## src/hdl/ttw_pkg.sv

```systemverilog
package ttw_pkg;
  localparam logic [7:0] SLAVE_RD_ADDR = 8'h89;
  localparam logic [7:0] SA_STATUS = 8'h00;
  localparam logic [7:0] SA_CAP_ODD_A = 8'h67;
  localparam logic [7:0] SA_CAP_ODD_B = 8'h68;
  localparam logic [7:0] SA_CAP_EVE_A = 8'h69;
  localparam logic [7:0] SA_CAP_EVE_B = 8'h6a;
  localparam logic [7:0] SA_ODD_WIN_START = 8'h76;
  localparam logic [7:0] SA_ODD_WIN_END = 8'h77;
  localparam logic [7:0] SA_EVE_WIN_START = 8'h78;
  localparam logic [7:0] SA_EVE_WIN_END = 8'h79;
  localparam logic [7:0] SA_FIRST_ROW = 8'h7a;
  localparam logic [7:0] SA_FINAL_ROW = 8'h7b;
  localparam logic [7:0] SA_MODE_MSBS = 8'h7c;
  localparam logic [7:0] SA_MASK_A = 8'h7e;
  localparam logic [7:0] SA_MASK_B = 8'h7f;
  // shared mode / msb register layout
  localparam int BIT_TTX_STD = 7;
  localparam int BIT_FINAL_MSB = 6;
  localparam int BIT_REQ_PROTO = 5;
  localparam int BIT_FIRST_MSB = 4;
  localparam int BIT_EVE_END_MSB = 3;
  localparam int BIT_ODD_END_MSB = 2;
  localparam int BIT_EVE_START_MSB = 1;
  localparam int BIT_ODD_START_MSB = 0;
  localparam logic [7:0] MODE_RESET = 8'h00;
  localparam logic [7:0] ROW_LOW_RESET = 8'h00;
  localparam logic [7:0] MASK_RESET = 8'h00;
  // status byte layout
  localparam int ST_REV_LSB = 5;
  localparam int ST_ODD_CAP = 4;
  localparam int ST_EVE_CAP = 3;
  localparam int ST_SEQ_FIRST = 1;
  localparam int ST_PARITY = 0;
  // line offsets
  localparam logic [9:0] M_FIRST_OFS = 10'h004;
  localparam logic [9:0] O_FIRST_OFS = 10'h001;
  localparam logic [9:0] M_LAST_OFS = 10'h003;
  localparam logic [9:0] O_LAST_OFS = 10'h000;
  localparam logic [9:0] MASK_FIRST_LINE = 10'h005;
  localparam int MASK_BITS = 16;
  localparam logic [3:0] SEQ_LEN_NTSC = 4'h4;
  localparam logic [3:0] SEQ_LEN_PAL = 4'h8;
  localparam logic [3:0] SEQ_LEN_SECAM = 4'hc;
  localparam logic [7:0] MIN_DATA_DELAY = 8'h02;
  typedef enum logic [1:0] {STD_EURO, STD_NABTS, STD_WST60} ttw_std_t;
  typedef enum logic [1:0] {COL_NTSC, COL_PAL, COL_SECAM} ttw_colour_t;

  function automatic logic [9:0] rowLine(input logic [7:0] low,
                                         input logic msb,
                                         input logic [9:0] ofs);
    rowLine = {1'b0, msb, low} + ofs;
  endfunction
endpackage

```

## src/hdl/ttw_req_gen.sv

```systemverilog
`timescale 1ns/100ps
`default_nettype none
module ttw_req_gen #(
  parameter int BIT_CYCLES = 4,
  parameter int BITS_EURO = 360,
  parameter int BITS_NABTS = 288,
  parameter int BITS_WST60 = 296
) (
  input wire logic core_clk,
  input wire logic rst_b,
  input wire logic lineGo,
  input wire logic protocolOld,
  input wire ttw_pkg::ttw_std_t stdSel,
  output logic reqOut,
  output logic reqRise
);
  import ttw_pkg::*;

  typedef enum logic {RG_IDLE, RG_RUN} ttw_rg_t;
  ttw_rg_t state_r;
  logic [15:0] divCnt_r;
  logic [15:0] bitCnt_r;
  logic [15:0] bitsNeeded;
  logic bitTick;
  logic reqNxt;
  logic req_r;

  always_comb begin
    case (stdSel)
      STD_NABTS: bitsNeeded = 16'(BITS_NABTS);
      STD_WST60: bitsNeeded = 16'(BITS_WST60);
      default: bitsNeeded = 16'(BITS_EURO);
    endcase
  end

  // bit-rate enable from a divider on the core clock
  assign bitTick = (divCnt_r == 16'(BIT_CYCLES - 1));

  always_ff @(posedge core_clk or negedge rst_b) begin
    if (!rst_b) begin
      state_r <= RG_IDLE;
      divCnt_r <= '0;
      bitCnt_r <= '0;
    end else begin
      case (state_r)
        RG_IDLE: begin
          divCnt_r <= '0;
          bitCnt_r <= '0;
          if (lineGo) begin
            state_r <= RG_RUN;
          end
        end
        RG_RUN: begin
          divCnt_r <= bitTick ? '0 : divCnt_r + 16'h0001;
          if (bitTick) begin
            bitCnt_r <= bitCnt_r + 16'h0001;
            if (bitCnt_r == bitsNeeded - 16'h0001) begin
              state_r <= RG_IDLE;
            end
          end
        end
        default: state_r <= RG_IDLE;
      endcase
    end
  end

  // new protocol: high in the first half of each bit slot, one rise per bit
  always_comb begin
    if (state_r != RG_RUN) begin
      reqNxt = 1'b0;
    end else if (protocolOld) begin
      reqNxt = 1'b1;
    end else begin
      reqNxt = (divCnt_r < 16'(BIT_CYCLES / 2 + BIT_CYCLES % 2));
    end
  end

  always_ff @(posedge core_clk or negedge rst_b) begin
    if (!rst_b) begin
      req_r <= 1'b0;
    end else begin
      req_r <= reqNxt;
    end
  end

  assign reqOut = req_r;
  assign reqRise = reqNxt & ~req_r;

  old_window_a: assert property (@(posedge core_clk) disable iff (!rst_b)
    (state_r == RG_RUN && protocolOld && divCnt_r != '0) |-> reqOut)
    else $error("request dropped inside old protocol window");
  one_rise_a: assert property (@(posedge core_clk) disable iff (!rst_b)
    (reqRise && !protocolOld) |=> !reqRise)
    else $error("two request rises without a gap");
endmodule
`default_nettype wire

```

## src/hdl/ttw_regs.sv

```systemverilog
`timescale 1ns/100ps
`default_nettype none
module ttw_regs #(
  parameter logic [2:0] REVISION_ID = 3'h5, // arbitrary value
  parameter int BIT_CYCLES = 4,
  parameter int BITS_EURO = 360,
  parameter int BITS_NABTS = 288,
  parameter int BITS_WST60 = 296
) (
  input wire logic core_clk,
  input wire logic rst_b,
  input wire logic regWrEn,
  input wire logic [7:0] regSubAddr,
  input wire logic [7:0] regWrData,
  input wire logic rdEn,
  input wire logic [7:0] rdSlaveAddr,
  output logic [7:0] rdData,
  output logic rdAck,
  input wire logic fieldFrequencySelect,
  input wire ttw_pkg::ttw_colour_t colourStd,
  input wire logic lineStrobe,
  input wire logic fieldStart,
  input wire logic evenFieldIn,
  input wire logic oddCaptionEncoded,
  input wire logic evenCaptionEncoded,
  input wire logic [7:0] requestToDataDelay,
  input wire logic teletextDataIn,
  output logic teletextRequestOut,
  output logic ttxBit,
  output logic ttxBitValid,
  output logic activeVideo,
  output logic ttxLineActive,
  output ttw_pkg::ttw_std_t ttxStd
);
  import ttw_pkg::*;

  logic [7:0] oddWinStart_r;
  logic [7:0] oddWinEnd_r;
  logic [7:0] eveWinStart_r;
  logic [7:0] eveWinEnd_r;
  logic [7:0] firstRow_r;
  logic [7:0] finalRow_r;
  logic [7:0] modeMsbs_r;
  logic [MASK_BITS-1:0] mask_r;
  logic oddCapDone_r;
  logic eveCapDone_r;
  logic evenField_r;
  logic seqFirst_r;
  logic [3:0] seqCnt_r;
  logic [3:0] seqLen;
  logic [3:0] seqCnt_nxt;
  logic [9:0] lineCnt_r;
  logic lineGoPend_r;
  logic [7:0] rdData_r;
  logic rdAck_r;
  logic [7:0] status;
  logic mSystem;
  logic [9:0] firstLine;
  logic [9:0] lastLine;
  logic [9:0] winStart;
  logic [9:0] winEnd;
  logic inWindow;
  logic maskHit;
  logic [9:0] maskIdx;
  logic reqRise;
  logic [7:0] delayCnt_r;
  logic [7:0] delayLoad;
  logic ttxBit_r;
  logic ttxBitValid_r;
  logic wrOddCap;
  logic wrEveCap;

  function automatic logic wrAt(input logic [7:0] sa);
    wrAt = regWrEn && (regSubAddr == sa);
  endfunction

  // configuration registers, write only over the subaddress port
  always_ff @(posedge core_clk or negedge rst_b) begin
    if (!rst_b) begin
      oddWinStart_r <= ROW_LOW_RESET;
      oddWinEnd_r <= ROW_LOW_RESET;
      eveWinStart_r <= ROW_LOW_RESET;
      eveWinEnd_r <= ROW_LOW_RESET;
      firstRow_r <= ROW_LOW_RESET;
      finalRow_r <= ROW_LOW_RESET;
      modeMsbs_r <= MODE_RESET;
      mask_r <= {MASK_RESET, MASK_RESET};
    end else begin
      if (wrAt(SA_ODD_WIN_START)) begin
        oddWinStart_r <= regWrData;
      end
      if (wrAt(SA_ODD_WIN_END)) begin
        oddWinEnd_r <= regWrData;
      end
      if (wrAt(SA_EVE_WIN_START)) begin
        eveWinStart_r <= regWrData;
      end
      if (wrAt(SA_EVE_WIN_END)) begin
        eveWinEnd_r <= regWrData;
      end
      if (wrAt(SA_FIRST_ROW)) begin
        firstRow_r <= regWrData;
      end
      if (wrAt(SA_FINAL_ROW)) begin
        finalRow_r <= regWrData;
      end
      if (wrAt(SA_MODE_MSBS)) begin
        modeMsbs_r <= regWrData;
      end
      if (wrAt(SA_MASK_A)) begin
        mask_r[7:0] <= regWrData;
      end
      if (wrAt(SA_MASK_B)) begin
        mask_r[15:8] <= regWrData;
      end
    end
  end

  // teletext standard decode
  always_comb begin
    if (!fieldFrequencySelect) begin
      ttxStd = STD_EURO;
    end else if (modeMsbs_r[BIT_TTX_STD]) begin
      ttxStd = STD_WST60;
    end else begin
      ttxStd = STD_NABTS;
    end
  end

  // line count restarts on the line carrying the first field sync pulse
  always_ff @(posedge core_clk or negedge rst_b) begin
    if (!rst_b) begin
      lineCnt_r <= '0;
    end else if (fieldStart) begin
      lineCnt_r <= '0;
    end else if (lineStrobe) begin
      lineCnt_r <= lineCnt_r + 10'h001;
    end
  end

  // M-systems are the 60 Hz ones
  assign mSystem = fieldFrequencySelect;
  assign firstLine = rowLine(firstRow_r, modeMsbs_r[BIT_FIRST_MSB],
                             mSystem ? M_FIRST_OFS : O_FIRST_OFS);
  assign lastLine = rowLine(finalRow_r, modeMsbs_r[BIT_FINAL_MSB],
                            mSystem ? M_LAST_OFS : O_LAST_OFS);
  assign activeVideo = (lineCnt_r >= firstLine) && (lineCnt_r <= lastLine);

  // per-field teletext window, start and end msbs from the shared register
  always_comb begin
    if (evenField_r) begin
      winStart = rowLine(eveWinStart_r, modeMsbs_r[BIT_EVE_START_MSB],
                         mSystem ? M_FIRST_OFS : O_FIRST_OFS);
      winEnd = rowLine(eveWinEnd_r, modeMsbs_r[BIT_EVE_END_MSB],
                       mSystem ? M_LAST_OFS : O_LAST_OFS);
    end else begin
      winStart = rowLine(oddWinStart_r, modeMsbs_r[BIT_ODD_START_MSB],
                         mSystem ? M_FIRST_OFS : O_FIRST_OFS);
      winEnd = rowLine(oddWinEnd_r, modeMsbs_r[BIT_ODD_END_MSB],
                       mSystem ? M_LAST_OFS : O_LAST_OFS);
    end
  end

  assign inWindow = (lineCnt_r >= winStart) && (lineCnt_r <= winEnd);
  // mask uses the same line number in both field rates; at 60 Hz it is
  // therefore a 625-line numbering applied to 525-line video
  assign maskIdx = lineCnt_r - MASK_FIRST_LINE;
  assign maskHit = (lineCnt_r >= MASK_FIRST_LINE) &&
                   (maskIdx < 10'(MASK_BITS)) && mask_r[maskIdx[3:0]];
  assign ttxLineActive = inWindow && !maskHit;

  // line counter settles one cycle after the strobe, so launch then
  always_ff @(posedge core_clk or negedge rst_b) begin
    if (!rst_b) begin
      lineGoPend_r <= 1'b0;
    end else begin
      lineGoPend_r <= lineStrobe && !fieldStart;
    end
  end

  ttw_req_gen #(
    .BIT_CYCLES(BIT_CYCLES),
    .BITS_EURO(BITS_EURO),
    .BITS_NABTS(BITS_NABTS),
    .BITS_WST60(BITS_WST60)
  ) u_req (
    .core_clk(core_clk),
    .rst_b(rst_b),
    .lineGo(lineGoPend_r && ttxLineActive),
    .protocolOld(modeMsbs_r[BIT_REQ_PROTO]),
    .stdSel(ttxStd),
    .reqOut(teletextRequestOut),
    .reqRise(reqRise)
  );

  // data sample point; a rise inside a running delay restarts it
  assign delayLoad = (requestToDataDelay < MIN_DATA_DELAY) ?
                     MIN_DATA_DELAY : requestToDataDelay;
  always_ff @(posedge core_clk or negedge rst_b) begin
    if (!rst_b) begin
      delayCnt_r <= '0;
      ttxBit_r <= 1'b0;
      ttxBitValid_r <= 1'b0;
    end else begin
      ttxBitValid_r <= 1'b0;
      if (reqRise) begin
        // full load: the count reaches one on the edge before the delay-th edge
        // after the output rises and the bit is taken on the delay-th, never before the source is obliged to be valid
        delayCnt_r <= delayLoad;
      end else if (delayCnt_r != '0) begin
        delayCnt_r <= delayCnt_r - 8'h01;
        if (delayCnt_r == 8'h01) begin
          ttxBit_r <= teletextDataIn;
          ttxBitValid_r <= 1'b1;
        end
      end
    end
  end
  assign ttxBit = ttxBit_r;
  assign ttxBitValid = ttxBitValid_r;

  // caption flags: encoding done wins over a same-cycle host write
  assign wrOddCap = wrAt(SA_CAP_ODD_A) || wrAt(SA_CAP_ODD_B);
  assign wrEveCap = wrAt(SA_CAP_EVE_A) || wrAt(SA_CAP_EVE_B);
  always_ff @(posedge core_clk or negedge rst_b) begin
    if (!rst_b) begin
      oddCapDone_r <= 1'b1;
      eveCapDone_r <= 1'b1;
    end else begin
      if (oddCaptionEncoded) begin
        oddCapDone_r <= 1'b1;
      end else if (wrOddCap) begin
        oddCapDone_r <= 1'b0;
      end
      if (evenCaptionEncoded) begin
        eveCapDone_r <= 1'b1;
      end else if (wrEveCap) begin
        eveCapDone_r <= 1'b0;
      end
    end
  end

  // colour field sequence position
  always_comb begin
    case (colourStd)
      COL_PAL: seqLen = SEQ_LEN_PAL;
      COL_SECAM: seqLen = SEQ_LEN_SECAM;
      default: seqLen = SEQ_LEN_NTSC;
    endcase
  end
  assign seqCnt_nxt = (seqCnt_r >= seqLen - 4'h1) ? 4'h0 :
                      seqCnt_r + 4'h1;

  // parity and sequence only move at the boundary so a read is coherent
  always_ff @(posedge core_clk or negedge rst_b) begin
    if (!rst_b) begin
      seqCnt_r <= '0;
      seqFirst_r <= 1'b0;
      evenField_r <= 1'b0;
    end else if (fieldStart) begin
      seqCnt_r <= seqCnt_nxt;
      seqFirst_r <= (seqCnt_nxt == 4'h0);
      evenField_r <= evenFieldIn;
    end
  end

  always_comb begin
    status = '0;
    status[7:ST_REV_LSB] = REVISION_ID;
    status[ST_ODD_CAP] = oddCapDone_r;
    status[ST_EVE_CAP] = eveCapDone_r;
    status[ST_SEQ_FIRST] = seqFirst_r;
    status[ST_PARITY] = evenField_r;
  end

  // slave transmitter: answers only its own read address
  always_ff @(posedge core_clk or negedge rst_b) begin
    if (!rst_b) begin
      rdData_r <= '0;
      rdAck_r <= 1'b0;
    end else begin
      rdAck_r <= rdEn && (rdSlaveAddr == SLAVE_RD_ADDR);
      if (rdEn && (rdSlaveAddr == SLAVE_RD_ADDR)) begin
        rdData_r <= status;
      end
    end
  end
  assign rdData = rdData_r;
  assign rdAck = rdAck_r;

  parity_track_a: assert property (@(posedge core_clk) disable iff (!rst_b)
    fieldStart |=> (status[ST_PARITY] == $past(evenFieldIn)))
    else $error("parity bit does not follow field");
  odd_cap_clear_a: assert property (@(posedge core_clk) disable iff (!rst_b)
    (wrAt(SA_CAP_ODD_B) && !oddCaptionEncoded) |=> !status[ST_ODD_CAP])
    else $error("odd caption flag not cleared by write");
  odd_cap_set_a: assert property (@(posedge core_clk) disable iff (!rst_b)
    oddCaptionEncoded |=> status[ST_ODD_CAP])
    else $error("odd caption flag not set after encode");
  eve_cap_set_a: assert property (@(posedge core_clk) disable iff (!rst_b)
    (evenCaptionEncoded ##1 !wrEveCap) |=> status[ST_EVE_CAP][*1])
    else $error("even caption flag lost");
  status_fixed_a: assert property (@(posedge core_clk) disable iff (!rst_b)
    rdAck |-> (rdData[7:ST_REV_LSB] == REVISION_ID && !rdData[2]))
    else $error("revision or unused status bits wrong");
  read_addr_a: assert property (@(posedge core_clk) disable iff (!rst_b)
    (rdEn && rdSlaveAddr != SLAVE_RD_ADDR) |=> !rdAck)
    else $error("status answered at wrong address");
  mask_window_a: assert property (@(posedge core_clk) disable iff (!rst_b)
    ttxLineActive |-> (lineCnt_r >= winStart && lineCnt_r <= winEnd))
    else $error("teletext line outside window");
  wst60_sel_a: assert property (@(posedge core_clk) disable iff (!rst_b)
    (ttxStd == STD_WST60) ==
    (modeMsbs_r[BIT_TTX_STD] && fieldFrequencySelect))
    else $error("standard select mismatch");
  last_line_a: assert property (@(posedge core_clk) disable iff (!rst_b)
    activeVideo |-> (lineCnt_r <= {1'b0, modeMsbs_r[BIT_FINAL_MSB], finalRow_r}
                     + (mSystem ? M_LAST_OFS : O_LAST_OFS)))
    else $error("active video beyond last line");
  data_delay_a: assert property (@(posedge core_clk) disable iff (!rst_b)
    (reqRise && requestToDataDelay == MIN_DATA_DELAY) ##1 !reqRise
    ##1 !reqRise |=> ttxBitValid)
    else $error("teletext bit not sampled at delay");
endmodule
`default_nettype wire

```

## config.mk

```make
export PLATFORM = sky130hd
export DESIGN_NAME = ttw_regs
export DESIGN_NICKNAME = d
export VERILOG_FILES = /design/src/hdl/ttw_pkg.sv /design/src/hdl/ttw_req_gen.sv /design/src/hdl/ttw_regs.sv
export SDC_FILE = /design/constraint.sdc
export NUM_CORES = 1
export LEC_CHECK = 0
export BUFFER_PORTS_ARGS = -buffer_cell sky130_fd_sc_hd__buf_2
export CAP_MARGIN = 20
export CORE_ASPECT_RATIO = 0.9
export CORE_UTILIZATION = 31
export CTS_CLUSTER_SIZE = 25
export DETAILED_ROUTE_END_ITERATION = 10
export SKIP_LAST_GASP = 1
export SLEW_MARGIN = 20
export SYNTH_ARGS = -nofsm -noshare
export SYNTH_HDL_FRONTEND = slang
export SYNTH_HIERARCHICAL = 1
export SYNTH_SLANG_ARGS = --single-unit
```

## constraint.sdc

```tcl
create_clock -name core_clk -period 7.5 [get_ports core_clk]
set_clock_uncertainty 0.2 [all_clocks]
set_input_delay 1.875 -clock core_clk [delete_from_list [all_inputs] [get_ports core_clk]]
set_output_delay 1.875 -clock core_clk [all_outputs]
set_load 0.02 [all_outputs]
```

==> flow_summary.html, run 1 <==
<table>
<tr><th>Metric</th><th>Value</th></tr>
<tr><th colspan="2">Timing</th></tr>
<tr><td>Clock period minus final worst setup slack</td><td>6.98 ns</td></tr>
<tr><td>WHS</td><td>0.272 ns</td></tr>
<tr><td>Number of setup violations in the final report</td><td>0</td></tr>
<tr><td>Worst Max-Slew Pin Slew</td><td>0.836 ns</td></tr>
<tr><td>Share of the clock period used by the worst path after layout</td><td>0.931</td></tr>
<tr><td>Unrepaired setup endpoints after global routing</td><td>no</td></tr>
<tr><td>Relative slew slack</td><td>0.443</td></tr>
<tr><td>Final hold violations</td><td>0</td></tr>
<tr><td>Setup TNS</td><td>0 ns</td></tr>
<tr><td>Final slew viol count</td><td>0</td></tr>
<tr><td>Achievable Freq</td><td>0.143 GHz</td></tr>
<tr><th colspan="2">Final layout</th></tr>
<tr><td>Fraction of layout instances using a drive strength above 1</td><td>0.213</td></tr>
<tr><td>Leading cell type in the layout, fill and taps excluded</td><td>sky130_fd_sc_hd__dfrtp_1</td></tr>
<tr><td>Number of filler instances in the final layout</td><td>2,654</td></tr>
<tr><td>Design Area, Final</td><td>0.00981 sq mm</td></tr>
<tr><td>Ant diodes</td><td>0</td></tr>
<tr><td>Most used cells in the layout excluding fill and tap cells</td><td>sky130_fd_sc_hd__dfrtp_1 (139), sky130_fd_sc_hd__mux2_2 (77), sky130_fd_sc_hd__nand2_1 (71)</td></tr>
<tr><td>Count of nets after finishing</td><td>989</td></tr>
<tr><td>Layout area overhead</td><td>14.7%</td></tr>
<tr><td>Final cell count without fillers</td><td>1,242</td></tr>
<tr><th colspan="2">Global routing</th></tr>
<tr><td>Wire length of the first global-routing pass</td><td>31,800 um</td></tr>
<tr><td>Number of global-route vias before repair</td><td>6,176</td></tr>
<tr><td>Pin count of the biggest net entering global routing</td><td>77</td></tr>
<tr><td>Combined global-route utilization of all metal layers</td><td>0.143</td></tr>
<tr><td>Leftover overflow at the end of global routing</td><td>0</td></tr>
<tr><td>Antenna violations before repair</td><td>0</td></tr>
<tr><th colspan="2">Detailed routing</th></tr>
<tr><td>Wire length per cell</td><td>15.3 um</td></tr>
<tr><td>Routed Antenna Nets</td><td>0</td></tr>
<tr><td># DRC</td><td>0</td></tr>
<tr><td>Via density</td><td>5.07</td></tr>
<tr><td>Initial DRC Count</td><td>317</td></tr>
<tr><td>Via count</td><td>6,295</td></tr>
<tr><td>Overall routed net length</td><td>19,000 um</td></tr>
<tr><td>Number of iterations in the first detailed-routing pass</td><td>5</td></tr>
<tr><th colspan="2">Worst setup path</th></tr>
<tr><td>Crit path capture type</td><td>output port</td></tr>
<tr><td>Data arrival at the endpoint of the critical path</td><td>4.91 ns</td></tr>
<tr><td>Worst-path maximum fanout</td><td>14</td></tr>
<tr><td>Critical Path Source Type</td><td>primary input</td></tr>
<tr><td>Kind of critical path</td><td>primary input to output port</td></tr>
<tr><td>Flop-to-flop setup slack</td><td>4.07 ns</td></tr>
<tr><td>Required time of the critical path</td><td>5.43 ns</td></tr>
<tr><th colspan="2">Placement</th></tr>
<tr><td>Global placer's final weighted congestion</td><td>0.821</td></tr>
<tr><td>Number of cells after detailed placement</td><td>1,210</td></tr>
<tr><td>Cell area after placement</td><td>0.00923 sq mm</td></tr>
<tr><td>Port Buffers</td><td>58</td></tr>
<tr><td>Dpl hpwl</td><td>13,300 um</td></tr>
<tr><th colspan="2">Synthesis</th></tr>
<tr><td>Fraction of synthesis flops using an asynchronous set or reset pin</td><td>1.00</td></tr>
<tr><td>Number of register bits inferred by synthesis</td><td>141</td></tr>
<tr><td>Top FF cell, synth</td><td>sky130_fd_sc_hd__dfrtp_1</td></tr>
<tr><td>Synthesis Warnings</td><td>6</td></tr>
<tr><td>Netlist cell types</td><td>63</td></tr>
<tr><td>Post-synthesis cell count</td><td>816</td></tr>
<tr><td>Fraction of the yosys area taken by sequential cells</td><td>0.413</td></tr>
<tr><td>Synthesized area per cell</td><td>10.5 sq um</td></tr>
<tr><td>Synthesized area</td><td>0.00856 sq mm</td></tr>
<tr><td>Post-synth EDFFs</td><td>0</td></tr>
<tr><th colspan="2">Power and ir drop</th></tr>
<tr><td>Static Leakage</td><td>4.63 nW</td></tr>
<tr><td>PwrDens</td><td>230 mW/mm^2</td></tr>
<tr><td>Worst vdd ir</td><td>142 uV</td></tr>
<tr><td>Final total power</td><td>0.00226 W</td></tr>
<tr><th colspan="2">Clock network</th></tr>
<tr><td>Hold Buf Count CTS</td><td>0</td></tr>
<tr><td>Cell chosen for the clock root</td><td>sky130_fd_sc_hd__clkbuf_16</td></tr>
<tr><td>TritonCTS clock tree</td><td>built</td></tr>
<tr><td>Count of buffers added by post-CTS timing repair for setup</td><td>0</td></tr>
<tr><td>Number of H-tree levels</td><td>4</td></tr>
<tr><td>TritonCTS buffer count</td><td>17</td></tr>
<tr><td>Clock buffer depth</td><td>2</td></tr>
<tr><td>Insertion delay of the later-clocked pin in the worst-skew pair</td><td>0.43 ns</td></tr>
<tr><td>Clock-pin slew on the worst setup and hold paths</td><td>0.07 ns</td></tr>
<tr><td>Clock tree sinks</td><td>141</td></tr>
<tr><td>Quantity of gates resized following cts</td><td>0</td></tr>
<tr><th colspan="2">Worst hold path</th></tr>
<tr><td>Classification of the worst-slack hold path</td><td>flip-flop to flip-flop</td></tr>
<tr><th colspan="2">Floorplan</th></tr>
<tr><td>Height of the chip</td><td>160 um</td></tr>
<tr><td>Core Area</td><td>0.0270 sq mm</td></tr>
<tr><td>Number of rows created at floorplan</td><td>57</td></tr>
<tr><td>IO Count</td><td>61</td></tr>
<tr><td>Floorplan die area</td><td>0.0283 sq mm</td></tr>
<tr><td>Starting density of the core</td><td>0.317</td></tr>
<tr><td>Die X</td><td>177 um</td></tr>
<tr><th colspan="2">Status</th></tr>
<tr><td>Run status</td><td>completed</td></tr>
<tr><th colspan="2">Flow run</th></tr>
<tr><td>Max-cap violation count</td><td>0</td></tr>
</table>
## layer usage
metal / share of wire / global-route usage
met5: 0 / 0
met4: 0.015 / 0.0470
met3: 0.040 / 0.0244
met2: 0.44 / 0.218
met1: 0.50 / 0.204
## registers in the layout (all words and copies together) (netlist names), 4 cells and up
register        count
delayCnt_r          8
eveWinEnd_r         8
eveWinStart_r       8
finalRow_r          8
firstRow_r          8
lineCnt_r          10
mask_r             16
modeMsbs_r          8
oddWinEnd_r         8
oddWinStart_r       8
rdData              5
seqCnt_r            4
u_req/bitCnt_r     16
u_req/divCnt_r     16
## logic make-up (layout without fill, tap and decap cells)
kind of cell / Yosys count / count (layout) / synth area share
AO/OA/AOI/OAI: 110 / 110 / 0.0861
adder cells (fa/ha/maj): 69 / 69 / 0.104
flip-flops: 141 / 141 / 0.413
AND/OR/NAND/NOR: 279 / 279 / 0.169
other: 1 / 2 / 0.000438
buffers and inverters: 47 / 118 / 0.0227
XOR/XNOR: 74 / 74 / 0.0766
multiplexers: 95 / 95 / 0.129
## synthesized netlist by cell type, drive strengths merged (3+ instances only)
cell,instances,share of area
a21o,19,0.017
a21oi,27,0.016
a31oi,7,0.0051
and3,13,0.0095
and4,5,0.0051
buf,9,0.0060
clkbuf,14,0.0061
dfrtp,139,0.41
fa,3,0.0070
ha,66,0.097
inv,24,0.011
mux2,78,0.10
mux2i,13,0.015
mux4,4,0.011
nand2,71,0.031
nand2b,7,0.0051
nand3,33,0.019
nand4,19,0.014
nor2,58,0.025
nor2b,10,0.0073
nor3,16,0.0099
nor4,15,0.013
o21a,3,0.0026
o21ai,21,0.012
o31a,4,0.0041
o31ai,12,0.011
or3,8,0.0058
or4,9,0.0079
xnor2,36,0.037
xor2,38,0.040
## per-stage QoR
step	setup slack [ns]	utilization
floorplan	1.04	-
global placement	0.540	0.341
detailed placement	0.543	0.341
CTS	0.521	0.363
global route	0.356	0.363
finish	0.519	0.363
## worst paths after layout
| check | from | to | depth (start not counted) |
|---|---|---|---|
| max in group asynchronous | rst_b | u_req/bitCnt_r[9]$_DFFE_PN0P_ | 2 |
| hold / removal | rdData[4]$_DFFE_PN0P_ | rdData[4]$_DFFE_PN0P_ | 2 |
| setup reg to reg | oddWinEnd_r[0]$_DFFE_PN0P_ | u_req/state_r$_DFF_PN0_ | 14 |
| min in group asynchronous | rst_b | mask_r[6]$_DFFE_PN0P_ | 1 |
| setup / recovery | fieldFrequencySelect | ttxLineActive | 14 |
| hold reg to reg | rdData[4]$_DFFE_PN0P_ | rdData[4]$_DFFE_PN0P_ | 2 |
## layout make-up
cell class                      count  area [sq um]  area share
Multi-Input combinational cell    629          4830       0.493
Inverter                           24          90.1     0.00918
Clock inverter                     14           160      0.0163
Clock buffer                       18           429      0.0437
Timing Repair Buffer               62           327      0.0333
Tap cell                          354           443      0.0451
Sequential cell                   141          3530       0.360
## report_power, final
group          internal (W)  total [W]  leakage [nW]  switching, W
Sequential         0.000845   0.000938          1.90     0.0000938
Combinational      0.000204   0.000472          2.45      0.000267
Clock              0.000495   0.000849         0.274      0.000354
Total               0.00154    0.00226          4.63      0.000715
## worst max-delay path, stage by stage
cell	delay (ns)
sky130_fd_sc_hd__buf_2	0.23
sky130_fd_sc_hd__ha_1	0.28
sky130_fd_sc_hd__fa_1	0.44
sky130_fd_sc_hd__nand3_1	0.11
sky130_fd_sc_hd__xor2_1	0.18
sky130_fd_sc_hd__nor2_1	0.06
sky130_fd_sc_hd__a21oi_1	0.14
sky130_fd_sc_hd__ha_1	0.25
sky130_fd_sc_hd__and3_1	0.21
sky130_fd_sc_hd__a221oi_1	0.27
sky130_fd_sc_hd__a21oi_1	0.11
sky130_fd_sc_hd__o32a_1	0.21
sky130_fd_sc_hd__nor3_1	0.30
sky130_fd_sc_hd__buf_2	0.23
Power figures use the tool's default switching activity.
==> run 2, diff against run 1 <==
--- a/config.mk
+++ b/config.mk
@@ -6,12 +6,13 @@
 export NUM_CORES = 1
 export LEC_CHECK = 0
 export BUFFER_PORTS_ARGS = -buffer_cell sky130_fd_sc_hd__buf_2
-export CAP_MARGIN = 20
+export CELL_PAD_IN_SITES_DETAIL_PLACEMENT = 0
+export CELL_PAD_IN_SITES_GLOBAL_PLACEMENT = 1
 export CORE_ASPECT_RATIO = 0.9
 export CORE_UTILIZATION = 31
 export CTS_CLUSTER_SIZE = 25
 export DETAILED_ROUTE_END_ITERATION = 10
-export SKIP_LAST_GASP = 1
+export PLACE_DENSITY_LB_ADDON = 0.1
 export SLEW_MARGIN = 20
 export SYNTH_ARGS = -nofsm -noshare
 export SYNTH_HDL_FRONTEND = slang
==> flow_summary.html, run 2 (same netlist as run 1, synthesis figures left out) <==
<table>
<tr><th>Metric</th><th>Value</th></tr>
<tr><th colspan="2">Power and ir drop</th></tr>
<tr><td>Worst vdd ir</td><td>137 uV (-3.4%)</td></tr>
<tr><td>Static Leakage</td><td>4.62 nW (-0.20%)</td></tr>
<tr><td>PwrDens</td><td>229 mW/mm^2 (-0.63%)</td></tr>
<tr><th colspan="2">Clock network</th></tr>
<tr><td>Number of H-tree levels</td><td>4 (unchanged)</td></tr>
<tr><td>Count of buffers added by post-CTS timing repair for setup</td><td>0 (unchanged)</td></tr>
<tr><td>Clock buffer depth</td><td>2 (unchanged)</td></tr>
<tr><td>Clock-pin slew on the worst setup and hold paths</td><td>0.07 ns (about the same)</td></tr>
<tr><td>TritonCTS clock tree</td><td>built</td></tr>
<tr><td>Insertion delay of the later-clocked pin in the worst-skew pair</td><td>0.43 ns (about the same)</td></tr>
<tr><td>Hold Buf Count CTS</td><td>0 (unchanged)</td></tr>
<tr><td>TritonCTS buffer count</td><td>17 (unchanged)</td></tr>
<tr><td>Clock tree sinks</td><td>141 (unchanged)</td></tr>
<tr><td>Quantity of gates resized following cts</td><td>0 (unchanged)</td></tr>
<tr><td>Cell chosen for the clock root</td><td>sky130_fd_sc_hd__clkbuf_16</td></tr>
<tr><th colspan="2">Timing</th></tr>
<tr><td>Final slew viol count</td><td>0 (unchanged)</td></tr>
<tr><td>Setup TNS</td><td>0 ns (unchanged)</td></tr>
<tr><td>Unrepaired setup endpoints after global routing</td><td>no</td></tr>
<tr><td>Clock period minus final worst setup slack</td><td>7.09 ns (+0.113 ns)</td></tr>
<tr><td>Share of the clock period used by the worst path after layout</td><td>0.946 (+0.0151)</td></tr>
<tr><td>Worst Max-Slew Pin Slew</td><td>0.975 ns (+0.139 ns)</td></tr>
<tr><td>Final hold violations</td><td>0 (unchanged)</td></tr>
<tr><td>Relative slew slack</td><td>0.350 (-0.0925)</td></tr>
<tr><td>Number of setup violations in the final report</td><td>0 (unchanged)</td></tr>
<tr><td>Achievable Freq</td><td>0.141 GHz (-1.6%)</td></tr>
<tr><th colspan="2">Flow run</th></tr>
<tr><td>Max-cap violation count</td><td>0 (unchanged)</td></tr>
<tr><th colspan="2">Floorplan</th></tr>
<tr><td>Core Area</td><td>0.0270 sq mm (unchanged)</td></tr>
<tr><td>Die X</td><td>177 um (unchanged)</td></tr>
<tr><td>Number of rows created at floorplan</td><td>57 (unchanged)</td></tr>
<tr><td>Height of the chip</td><td>160 um (unchanged)</td></tr>
<tr><td>Starting density of the core</td><td>0.317 (unchanged)</td></tr>
<tr><td>IO Count</td><td>61 (unchanged)</td></tr>
<tr><td>Floorplan die area</td><td>0.0283 sq mm (unchanged)</td></tr>
<tr><th colspan="2">Final layout</th></tr>
<tr><td>Largest registers</td><td>mask_r: 16 flops, u_req/bitCnt_r: 16 flops, u_req/divCnt_r: 16 flops</td></tr>
<tr><td>Fraction of layout instances using a drive strength above 1</td><td>0.213 (+0.000240)</td></tr>
<tr><td>Most used cells in the layout excluding fill and tap cells</td><td>sky130_fd_sc_hd__dfrtp_1 (139), sky130_fd_sc_hd__mux2_2 (77), sky130_fd_sc_hd__nand2_1 (71)</td></tr>
<tr><td>Layout area overhead</td><td>14.4%</td></tr>
<tr><td>Count of nets after finishing</td><td>989 (unchanged)</td></tr>
<tr><td>Leading cell type in the layout, fill and taps excluded</td><td>sky130_fd_sc_hd__dfrtp_1</td></tr>
<tr><td>Ant diodes</td><td>0 (unchanged)</td></tr>
<tr><td>Number of filler instances in the final layout</td><td>2,676 (+0.83%)</td></tr>
<tr><td>Final design utilization</td><td>0.362 (-0.000972)</td></tr>
<tr><th colspan="2">Detailed routing</th></tr>
<tr><td>Initial DRC Count</td><td>308 (-2.8%)</td></tr>
<tr><td>Via density</td><td>5.08 (+0.26%)</td></tr>
<tr><td>Number of iterations in the first detailed-routing pass</td><td>4 (-1)</td></tr>
<tr><td>Wire length per cell</td><td>17.3 um (+13%)</td></tr>
<tr><td># DRC</td><td>0 (unchanged)</td></tr>
<tr><td>Overall routed net length</td><td>21,500 um (+13%)</td></tr>
<tr><td>Via count</td><td>6,306 (+0.17%)</td></tr>
<tr><td>Routed Antenna Nets</td><td>0 (unchanged)</td></tr>
<tr><th colspan="2">Global routing</th></tr>
<tr><td>GR Layer Usage met3</td><td>0.0272 (+0.00287)</td></tr>
<tr><td>Combined global-route utilization of all metal layers</td><td>0.161 (+0.0184)</td></tr>
<tr><td>Antenna violations before repair</td><td>1 (+1)</td></tr>
<tr><td>Wire length of the first global-routing pass</td><td>34,800 um (+9.6%)</td></tr>
<tr><td>Number of global-route vias before repair</td><td>6,294 (+1.9%)</td></tr>
<tr><td>Peak-usage layer in the global routing report</td><td>met1</td></tr>
<tr><td>Leftover overflow at the end of global routing</td><td>0 (unchanged)</td></tr>
<tr><td>GR Util met1</td><td>0.241 (+0.0373)</td></tr>
<tr><td>Pin count of the biggest net entering global routing</td><td>88 (+14%)</td></tr>
<tr><td>Routing usage on met2</td><td>0.236 (+0.0185)</td></tr>
<tr><th colspan="2">Worst setup path</th></tr>
<tr><td>Flop-to-flop setup slack</td><td>4.04 ns (-0.03 ns)</td></tr>
<tr><td>Crit path capture type</td><td>output port</td></tr>
<tr><td>Worst-path maximum fanout</td><td>14 (unchanged)</td></tr>
<tr><td>R2r endpoint</td><td>u_req/state_r$_DFF_PN0_</td></tr>
<tr><td>Data arrival at the endpoint of the critical path</td><td>5.02 ns (+0.11 ns)</td></tr>
<tr><td>Critical Path Source Type</td><td>primary input</td></tr>
<tr><td>Required time of the critical path</td><td>5.43 ns (about the same)</td></tr>
<tr><td>Count of cells along the worst register-to-register path</td><td>14 (unchanged)</td></tr>
<tr><td>Kind of critical path</td><td>primary input to output port</td></tr>
<tr><td>Source of the worst register-to-register timing path</td><td>oddWinEnd_r[0]$_DFFE_PN0P_</td></tr>
<tr><th colspan="2">Worst hold path</th></tr>
<tr><td>Cell depth of the worst min-delay path</td><td>2 (unchanged)</td></tr>
<tr><td>Classification of the worst-slack hold path</td><td>flip-flop to flip-flop</td></tr>
<tr><td>Hold endpoint</td><td>rdData[1]$_DFFE_PN0P_</td></tr>
<tr><td>Startpoint of the tightest hold check path</td><td>seqFirst_r$_DFFE_PN0P_</td></tr>
<tr><th colspan="2">Placement</th></tr>
<tr><td>Dpl hpwl</td><td>15,300 um (+15%)</td></tr>
<tr><td>Port Buffers</td><td>58 (unchanged)</td></tr>
<tr><td>Global placer's final weighted congestion</td><td>0.796 (-3.1%)</td></tr>
<tr><th colspan="2">Status</th></tr>
<tr><td>Run status</td><td>completed</td></tr>
</table>
run 2: cell types whose count changed in the layout (fill, tap and decap cells not counted), sizes merged:
cell    change
bufinv      -1
clkbuf      -1
inv         +1
run 2: worst max path at each step:
| stage | slack, ns | cells past startpoint | from | endpoint |
|---|---|---|---|---|
| floorplan | 1.04 | 12 | fieldFrequencySelect | ttxLineActive |
| global placement | 0.34 | 14 | fieldFrequencySelect | ttxLineActive |
| detailed placement | 0.36 | 14 | fieldFrequencySelect | ttxLineActive |
| CTS | 0.35 | 14 | fieldFrequencySelect | ttxLineActive |
| global route | 0.10 | 14 | fieldFrequencySelect | ttxLineActive |
| finish | 0.41 | 14 | fieldFrequencySelect | ttxLineActive |
run 2: worst max-delay path, stage by stage:
cell,delay (ns)
sky130_fd_sc_hd__buf_2,0.23
sky130_fd_sc_hd__ha_1,0.29
sky130_fd_sc_hd__fa_1,0.44
sky130_fd_sc_hd__nand3_1,0.11
sky130_fd_sc_hd__xor2_1,0.16
sky130_fd_sc_hd__nor2_1,0.06
sky130_fd_sc_hd__a21oi_1,0.18
sky130_fd_sc_hd__ha_1,0.27
sky130_fd_sc_hd__and3_1,0.21
sky130_fd_sc_hd__a221oi_1,0.29
sky130_fd_sc_hd__a21oi_1,0.11
sky130_fd_sc_hd__o32a_1,0.22
sky130_fd_sc_hd__nor3_1,0.32
sky130_fd_sc_hd__buf_2,0.24
run 2: per-layer routing:
layer / up-vias / part of all wire
met3: 21 / 0.032
met5: - / 0
li1: 3086 / -
met4: 0 / 0.013
met1: 3096 / 0.53
met2: 103 / 0.43
run 2: layout make-up:
cell class	count	area, sq um	share of cell area
Clock inverter	14	138	0.0141
Tap cell	354	443	0.0453
Timing Repair Buffer	62	327	0.0334
Multi-Input combinational cell	629	4830	0.494
Inverter	24	90.1	0.00920
Clock buffer	17	425	0.0435
Sequential cell	141	3530	0.361
run 2: report_power, final:
group,switching (W),internal [W]
sequential,0.000102,0.000844
clock,0.000354,0.000461
combinational,0.000272,0.000205
total,0.000728,0.00151
run 2: metrics by stage:
stage / total power, W / hold WS, ns / worst slack, ns / cell area (sq um) / instances
after detailed placement: 0.00144 / 0.261 / 0.360 / 9230 / 1210
after CTS: 0.00228 / 0.280 / 0.355 / 9790 / 1241
after global routing: 0.00239 / 0.301 / 0.100 / 9790 / 1241
after global placement: 0.00143 / 0.260 / 0.340 / 9230 / 1210
final: 0.00224 / 0.269 / 0.406 / 9790 / 1241
after floorplan: 0.00128 / 0.240 / 1.04 / 8560 / 817
==> run 3, diff against run 2 <==
--- a/config.mk
+++ b/config.mk
@@ -5,6 +5,7 @@
 export SDC_FILE = /design/constraint.sdc
 export NUM_CORES = 1
 export LEC_CHECK = 0
+export ABC_AREA = 1
 export BUFFER_PORTS_ARGS = -buffer_cell sky130_fd_sc_hd__buf_2
 export CELL_PAD_IN_SITES_DETAIL_PLACEMENT = 0
 export CELL_PAD_IN_SITES_GLOBAL_PLACEMENT = 1
@@ -12,6 +13,7 @@
 export CORE_UTILIZATION = 31
 export CTS_CLUSTER_SIZE = 25
 export DETAILED_ROUTE_END_ITERATION = 10
+export GPL_ROUTABILITY_DRIVEN = 0
 export PLACE_DENSITY_LB_ADDON = 0.1
 export SLEW_MARGIN = 20
 export SYNTH_ARGS = -nofsm -noshare
==> flow_summary.html, run 3 <==
<table>
<tr><th>Metric</th><th>Value</th></tr>
<tr><th colspan="2">Detailed routing</th></tr>
<tr><td>Wire length per cell</td><td>14.8 um (-15%)</td></tr>
<tr><td># DRC</td><td>0 (unchanged)</td></tr>
<tr><td>Via density</td><td>4.60 (-9.5%)</td></tr>
<tr><td>Initial DRC Count</td><td>445 (+44%)</td></tr>
<tr><td>Overall routed net length</td><td>24,700 um (+15%)</td></tr>
<tr><td>Via count</td><td>7,693 (+22%)</td></tr>
<tr><td>Number of iterations in the first detailed-routing pass</td><td>5 (+1)</td></tr>
<tr><td>Routed Antenna Nets</td><td>0 (unchanged)</td></tr>
<tr><th colspan="2">Global routing</th></tr>
<tr><td>GR Layer Usage met3</td><td>0.0282 (+0.00100)</td></tr>
<tr><td>Number of global-route vias before repair</td><td>7,599 (+21%)</td></tr>
<tr><td>GR Util met1</td><td>0.265 (+0.0236)</td></tr>
<tr><td>Routing usage on met2</td><td>0.264 (+0.0276)</td></tr>
<tr><td>Pin count of the biggest net entering global routing</td><td>91 (+3.4%)</td></tr>
<tr><td>Wire length of the first global-routing pass</td><td>41,000 um (+18%)</td></tr>
<tr><td>Antenna violations before repair</td><td>0 (-1)</td></tr>
<tr><td>Combined global-route utilization of all metal layers</td><td>0.177 (+0.0160)</td></tr>
<tr><td>Leftover overflow at the end of global routing</td><td>0 (unchanged)</td></tr>
<tr><td>Peak-usage layer in the global routing report</td><td>met1</td></tr>
<tr><th colspan="2">Placement</th></tr>
<tr><td>Number of cells after detailed placement</td><td>1,639 (+35%)</td></tr>
<tr><td>Placement Setup Slack</td><td>0.554 ns (+0.194 ns)</td></tr>
<tr><td>Dpl hpwl</td><td>17,700 um (+16%)</td></tr>
<tr><td>Port Buffers</td><td>58 (unchanged)</td></tr>
<tr><th colspan="2">Status</th></tr>
<tr><td>Run status</td><td>completed</td></tr>
<tr><th colspan="2">Synthesis</th></tr>
<tr><td>Cells taking the most area after synthesis</td><td>sky130_fd_sc_hd__dfrtp_1 (38%), sky130_fd_sc_hd__nand2_1 (13%), sky130_fd_sc_hd__ha_1 (9.0%)</td></tr>
<tr><td>Post-synth EDFFs</td><td>0 (unchanged)</td></tr>
<tr><td>Top FF cell, synth</td><td>sky130_fd_sc_hd__dfrtp_1</td></tr>
<tr><td>Leading cell type by number of instances after synthesis</td><td>sky130_fd_sc_hd__nand2_1</td></tr>
<tr><td>Synthesized area per cell</td><td>7.55 sq um (-28%)</td></tr>
<tr><td>Synthesis Warnings</td><td>6 (unchanged)</td></tr>
<tr><td>Leading cell types by count after synthesis</td><td>sky130_fd_sc_hd__nand2_1 (320), sky130_fd_sc_hd__dfrtp_1 (139), sky130_fd_sc_hd__nor2_1 (134)</td></tr>
<tr><td>Fraction of the yosys area taken by sequential cells</td><td>0.387 (-0.0257)</td></tr>
<tr><td>Share of the synthesized area in the top cell type</td><td>0.381 (-0.0254)</td></tr>
<tr><td>Synthesized area</td><td>0.00913 sq mm (+6.7%)</td></tr>
<tr><td>Post-synthesis cell count</td><td>1,209 (+48%)</td></tr>
<tr><td>Fraction of synthesis flops using an asynchronous set or reset pin</td><td>1.00 (unchanged)</td></tr>
<tr><td>Number of register bits inferred by synthesis</td><td>141 (unchanged)</td></tr>
<tr><td>Post-synthesis cell type with the largest combined area</td><td>sky130_fd_sc_hd__dfrtp_1</td></tr>
<tr><td>Netlist cell types</td><td>54 (-14%)</td></tr>
<tr><th colspan="2">Clock network</th></tr>
<tr><td>Clock-pin slew on the worst setup and hold paths</td><td>0.06 ns (about the same)</td></tr>
<tr><td>TritonCTS buffer count</td><td>17 (unchanged)</td></tr>
<tr><td>Clock tree sinks</td><td>141 (unchanged)</td></tr>
<tr><td>TritonCTS clock tree</td><td>built</td></tr>
<tr><td>Number of H-tree levels</td><td>4 (unchanged)</td></tr>
<tr><td>Insertion delay of the later-clocked pin in the worst-skew pair</td><td>0.44 ns (about the same)</td></tr>
<tr><td>Cell chosen for the clock root</td><td>sky130_fd_sc_hd__clkbuf_16</td></tr>
<tr><td>Count of buffers added by post-CTS timing repair for setup</td><td>0 (unchanged)</td></tr>
<tr><td>Hold Buf Count CTS</td><td>0 (unchanged)</td></tr>
<tr><td>Clock buffer depth</td><td>2 (unchanged)</td></tr>
<tr><td>Quantity of gates resized following cts</td><td>0 (unchanged)</td></tr>
<tr><th colspan="2">Timing</th></tr>
<tr><td>Final hold violations</td><td>0 (unchanged)</td></tr>
<tr><td>Achievable Freq</td><td>0.145 GHz (+2.7%)</td></tr>
<tr><td>Unrepaired setup endpoints after global routing</td><td>no</td></tr>
<tr><td>Number of setup violations in the final report</td><td>0 (unchanged)</td></tr>
<tr><td>Setup TNS</td><td>0 ns (unchanged)</td></tr>
<tr><td>Worst setup slack after layout</td><td>0.591 ns (+0.185 ns)</td></tr>
<tr><td>Clock period minus final worst setup slack</td><td>6.91 ns (-0.185 ns)</td></tr>
<tr><td>Share of the clock period used by the worst path after layout</td><td>0.921 (-0.0247)</td></tr>
<tr><td>Relative slew slack</td><td>0.400 (+0.0505)</td></tr>
<tr><td>Final slew viol count</td><td>0 (unchanged)</td></tr>
<tr><td>Worst Max-Slew Pin Slew</td><td>0.899 ns (-0.0757 ns)</td></tr>
<tr><th colspan="2">Floorplan</th></tr>
<tr><td>Starting density of the core</td><td>0.315 (-0.00120)</td></tr>
<tr><td>IO Count</td><td>61 (unchanged)</td></tr>
<tr><td>Die X</td><td>183 um (+3.2%)</td></tr>
<tr><td>Number of rows created at floorplan</td><td>59 (+3.5%)</td></tr>
<tr><td>Height of the chip</td><td>165 um (+3.2%)</td></tr>
<tr><td>Floorplan die area</td><td>0.0301 sq mm (+6.6%)</td></tr>
<tr><td>Core Area</td><td>0.0289 sq mm (+7.1%)</td></tr>
<tr><th colspan="2">Worst setup path</th></tr>
<tr><td>Source of the worst register-to-register timing path</td><td>evenField_r$_DFFE_PN0P_</td></tr>
<tr><td>Data arrival at the endpoint of the critical path</td><td>4.83 ns (-0.19 ns)</td></tr>
<tr><td>Critical Path Source Type</td><td>primary input</td></tr>
<tr><td>Cell type of the slowest stage on the worst timing path</td><td>sky130_fd_sc_hd__a21boi_0</td></tr>
<tr><td>Critical path launch point</td><td>fieldFrequencySelect</td></tr>
<tr><td>Flop-to-flop setup slack</td><td>4.05 ns (about the same)</td></tr>
<tr><td>Required time of the critical path</td><td>5.43 ns (about the same)</td></tr>
<tr><td>Cell-by-cell listing of the critical path</td><td>buf_2 &gt; inv_1 &gt; ha_1 &gt; ha_1 &gt; nand2_1 &gt; a21boi_0 &gt; nand3_1 &gt; nor2_1 &gt; nand3b_1 &gt; nand3_1 &gt; nand2_1 &gt; ha_1 &gt; nand2_1 &gt; nor2_1 &gt; a21boi_0 &gt; nor2_1 &gt; a21oi_1 &gt; nand2_1 &gt; inv_1 &gt; buf_2</td></tr>
<tr><td>Cell repeated most along the worst path</td><td>sky130_fd_sc_hd__nand2_1</td></tr>
<tr><td>Worst-path maximum fanout</td><td>14 (unchanged)</td></tr>
<tr><td>R2r endpoint</td><td>u_req/state_r$_DFF_PN0_</td></tr>
<tr><td>Crit path capture type</td><td>output port</td></tr>
<tr><td>Largest stage delay on the critical path</td><td>0.37 ns (-0.07 ns)</td></tr>
<tr><td>Count of cells along the worst register-to-register path</td><td>12 (-2)</td></tr>
<tr><td>Kind of critical path</td><td>primary input to output port</td></tr>
<tr><th colspan="2">Power and ir drop</th></tr>
<tr><td>Worst vdd ir</td><td>163 uV (+19%)</td></tr>
<tr><td>PwrDens</td><td>235 mW/mm^2 (+2.7%)</td></tr>
<tr><td>Static Leakage</td><td>5.02 nW (+8.6%)</td></tr>
<tr><th colspan="2">Final layout</th></tr>
<tr><td>Most used cells in the layout excluding fill and tap cells</td><td>sky130_fd_sc_hd__nand2_1 (320), sky130_fd_sc_hd__dfrtp_1 (139), sky130_fd_sc_hd__nor2_1 (134)</td></tr>
<tr><td>Final cell count without fillers</td><td>1,672 (+35%)</td></tr>
<tr><td>Count of nets after finishing</td><td>1,376 (+39%)</td></tr>
<tr><td>Leading cell type in the layout, fill and taps excluded</td><td>sky130_fd_sc_hd__nand2_1</td></tr>
<tr><td>Fraction of layout instances using a drive strength above 1</td><td>0.111 (-0.102)</td></tr>
<tr><td>Layout area overhead</td><td>13.5%</td></tr>
<tr><td>Largest registers</td><td>mask_r: 16 flops, u_req/bitCnt_r: 16 flops, u_req/divCnt_r: 16 flops</td></tr>
<tr><th colspan="2">Worst hold path</th></tr>
<tr><td>Startpoint of the tightest hold check path</td><td>ttxBit$_DFFE_PN0P_</td></tr>
<tr><td>Cell depth of the worst min-delay path</td><td>2 (unchanged)</td></tr>
<tr><td>Hold endpoint</td><td>ttxBit$_DFFE_PN0P_</td></tr>
<tr><td>Classification of the worst-slack hold path</td><td>flip-flop to flip-flop</td></tr>
<tr><th colspan="2">Flow run</th></tr>
<tr><td>Max-cap violation count</td><td>0 (unchanged)</td></tr>
</table>
## run 3: cell types whose count changed after synthesis, moves of 15 or more
| cell | delta |
|---|---|
| sky130_fd_sc_hd__nand3_1 | +53 |
| sky130_fd_sc_hd__nor2_1 | +76 |
| sky130_fd_sc_hd__o21ai_2 | +19 |
| sky130_fd_sc_hd__a21o_1 | -15 |
| sky130_fd_sc_hd__xnor2_1 | -26 |
| sky130_fd_sc_hd__mux2_2 | -77 |
| sky130_fd_sc_hd__nand2_1 | +249 |
| sky130_fd_sc_hd__inv_1 | +109 |
| sky130_fd_sc_hd__o21ai_0 | +76 |
## run 3: worst max-delay path by stage
stage	slack, ns	to	cells past startpoint
2_1_floorplan	1.38	ttxLineActive	18
3_3_place_gp	0.62	ttxLineActive	20
4_1_cts	0.55	ttxLineActive	20
5_1_grt	0.19	ttxLineActive	20
6_report	0.59	ttxLineActive	20
3_5_place_dp	0.55	ttxLineActive	20
## run 3: cell type report
type | instances | area [sq um]
clock buffers | 22 | 484
diodes | 1 | 2.50
multi-input cells | 905 | 4910
well taps | 396 | 495
inverters | 138 | 526
clock inverters | 10 | 101
flip-flops and latches | 141 | 3530
fillers | 3138 | 18600
repair buffers | 59 | 304
## run 3: report_power, final
part           switching (W)  leakage (nW)  internal (W)
Sequential          0.000114          1.91      0.000842
Clock               0.000357         0.280      0.000496
Combinational       0.000403          2.83      0.000219
Total               0.000874          5.02       0.00156
## run 3: metal layers
| metal | wire length [um] | vias to the layer above |
|---|---|---|
| met5 | 0 | - |
| met4 | 240 | 0 |
| met3 | 805 | 12 |
| met2 | 10100 | 105 |
| met1 | 13500 | 3521 |
| li1 | - | 4055 |
## run 3: kinds of logic (layout without fill, tap and decap cells)
| group | count (synthesis) | after routing | share of synthesized area |
|---|---|---|---|
| compound gates | 181 | 181 | 0.115 |
| xor+xnor | 36 | 36 | 0.0346 |
| fa+ha+maj | 69 | 69 | 0.0971 |
| buf+inv | 164 | 229 | 0.0761 |
| flops | 141 | 141 | 0.387 |
| mux | 2 | 2 | 0.00219 |
| other cells | 1 | 3 | 0.000411 |
| simple gates | 615 | 615 | 0.288 |
## run 3: worst max-delay path, delay by kind of cell
family,cells,cell delay [ns]
AND/OR/NAND/NOR,10,1.03
AO/OA/AOI/OAI,3,0.68
buffers and inverters,4,0.62
adder cells (fa/ha/maj),3,0.61
## run 3: per-stage QoR
stage	hold slack (ns)	area [sq um]	utilization	total power, W
floorplan	0.230	9130	-	0.00142
global placement	0.258	9760	0.337	0.00160
detailed placement	0.265	9760	0.337	0.00160
CTS	0.277	10300	0.357	0.00247
global route	0.309	10300	0.358	0.00261
finish	0.277	10400	0.358	0.00243
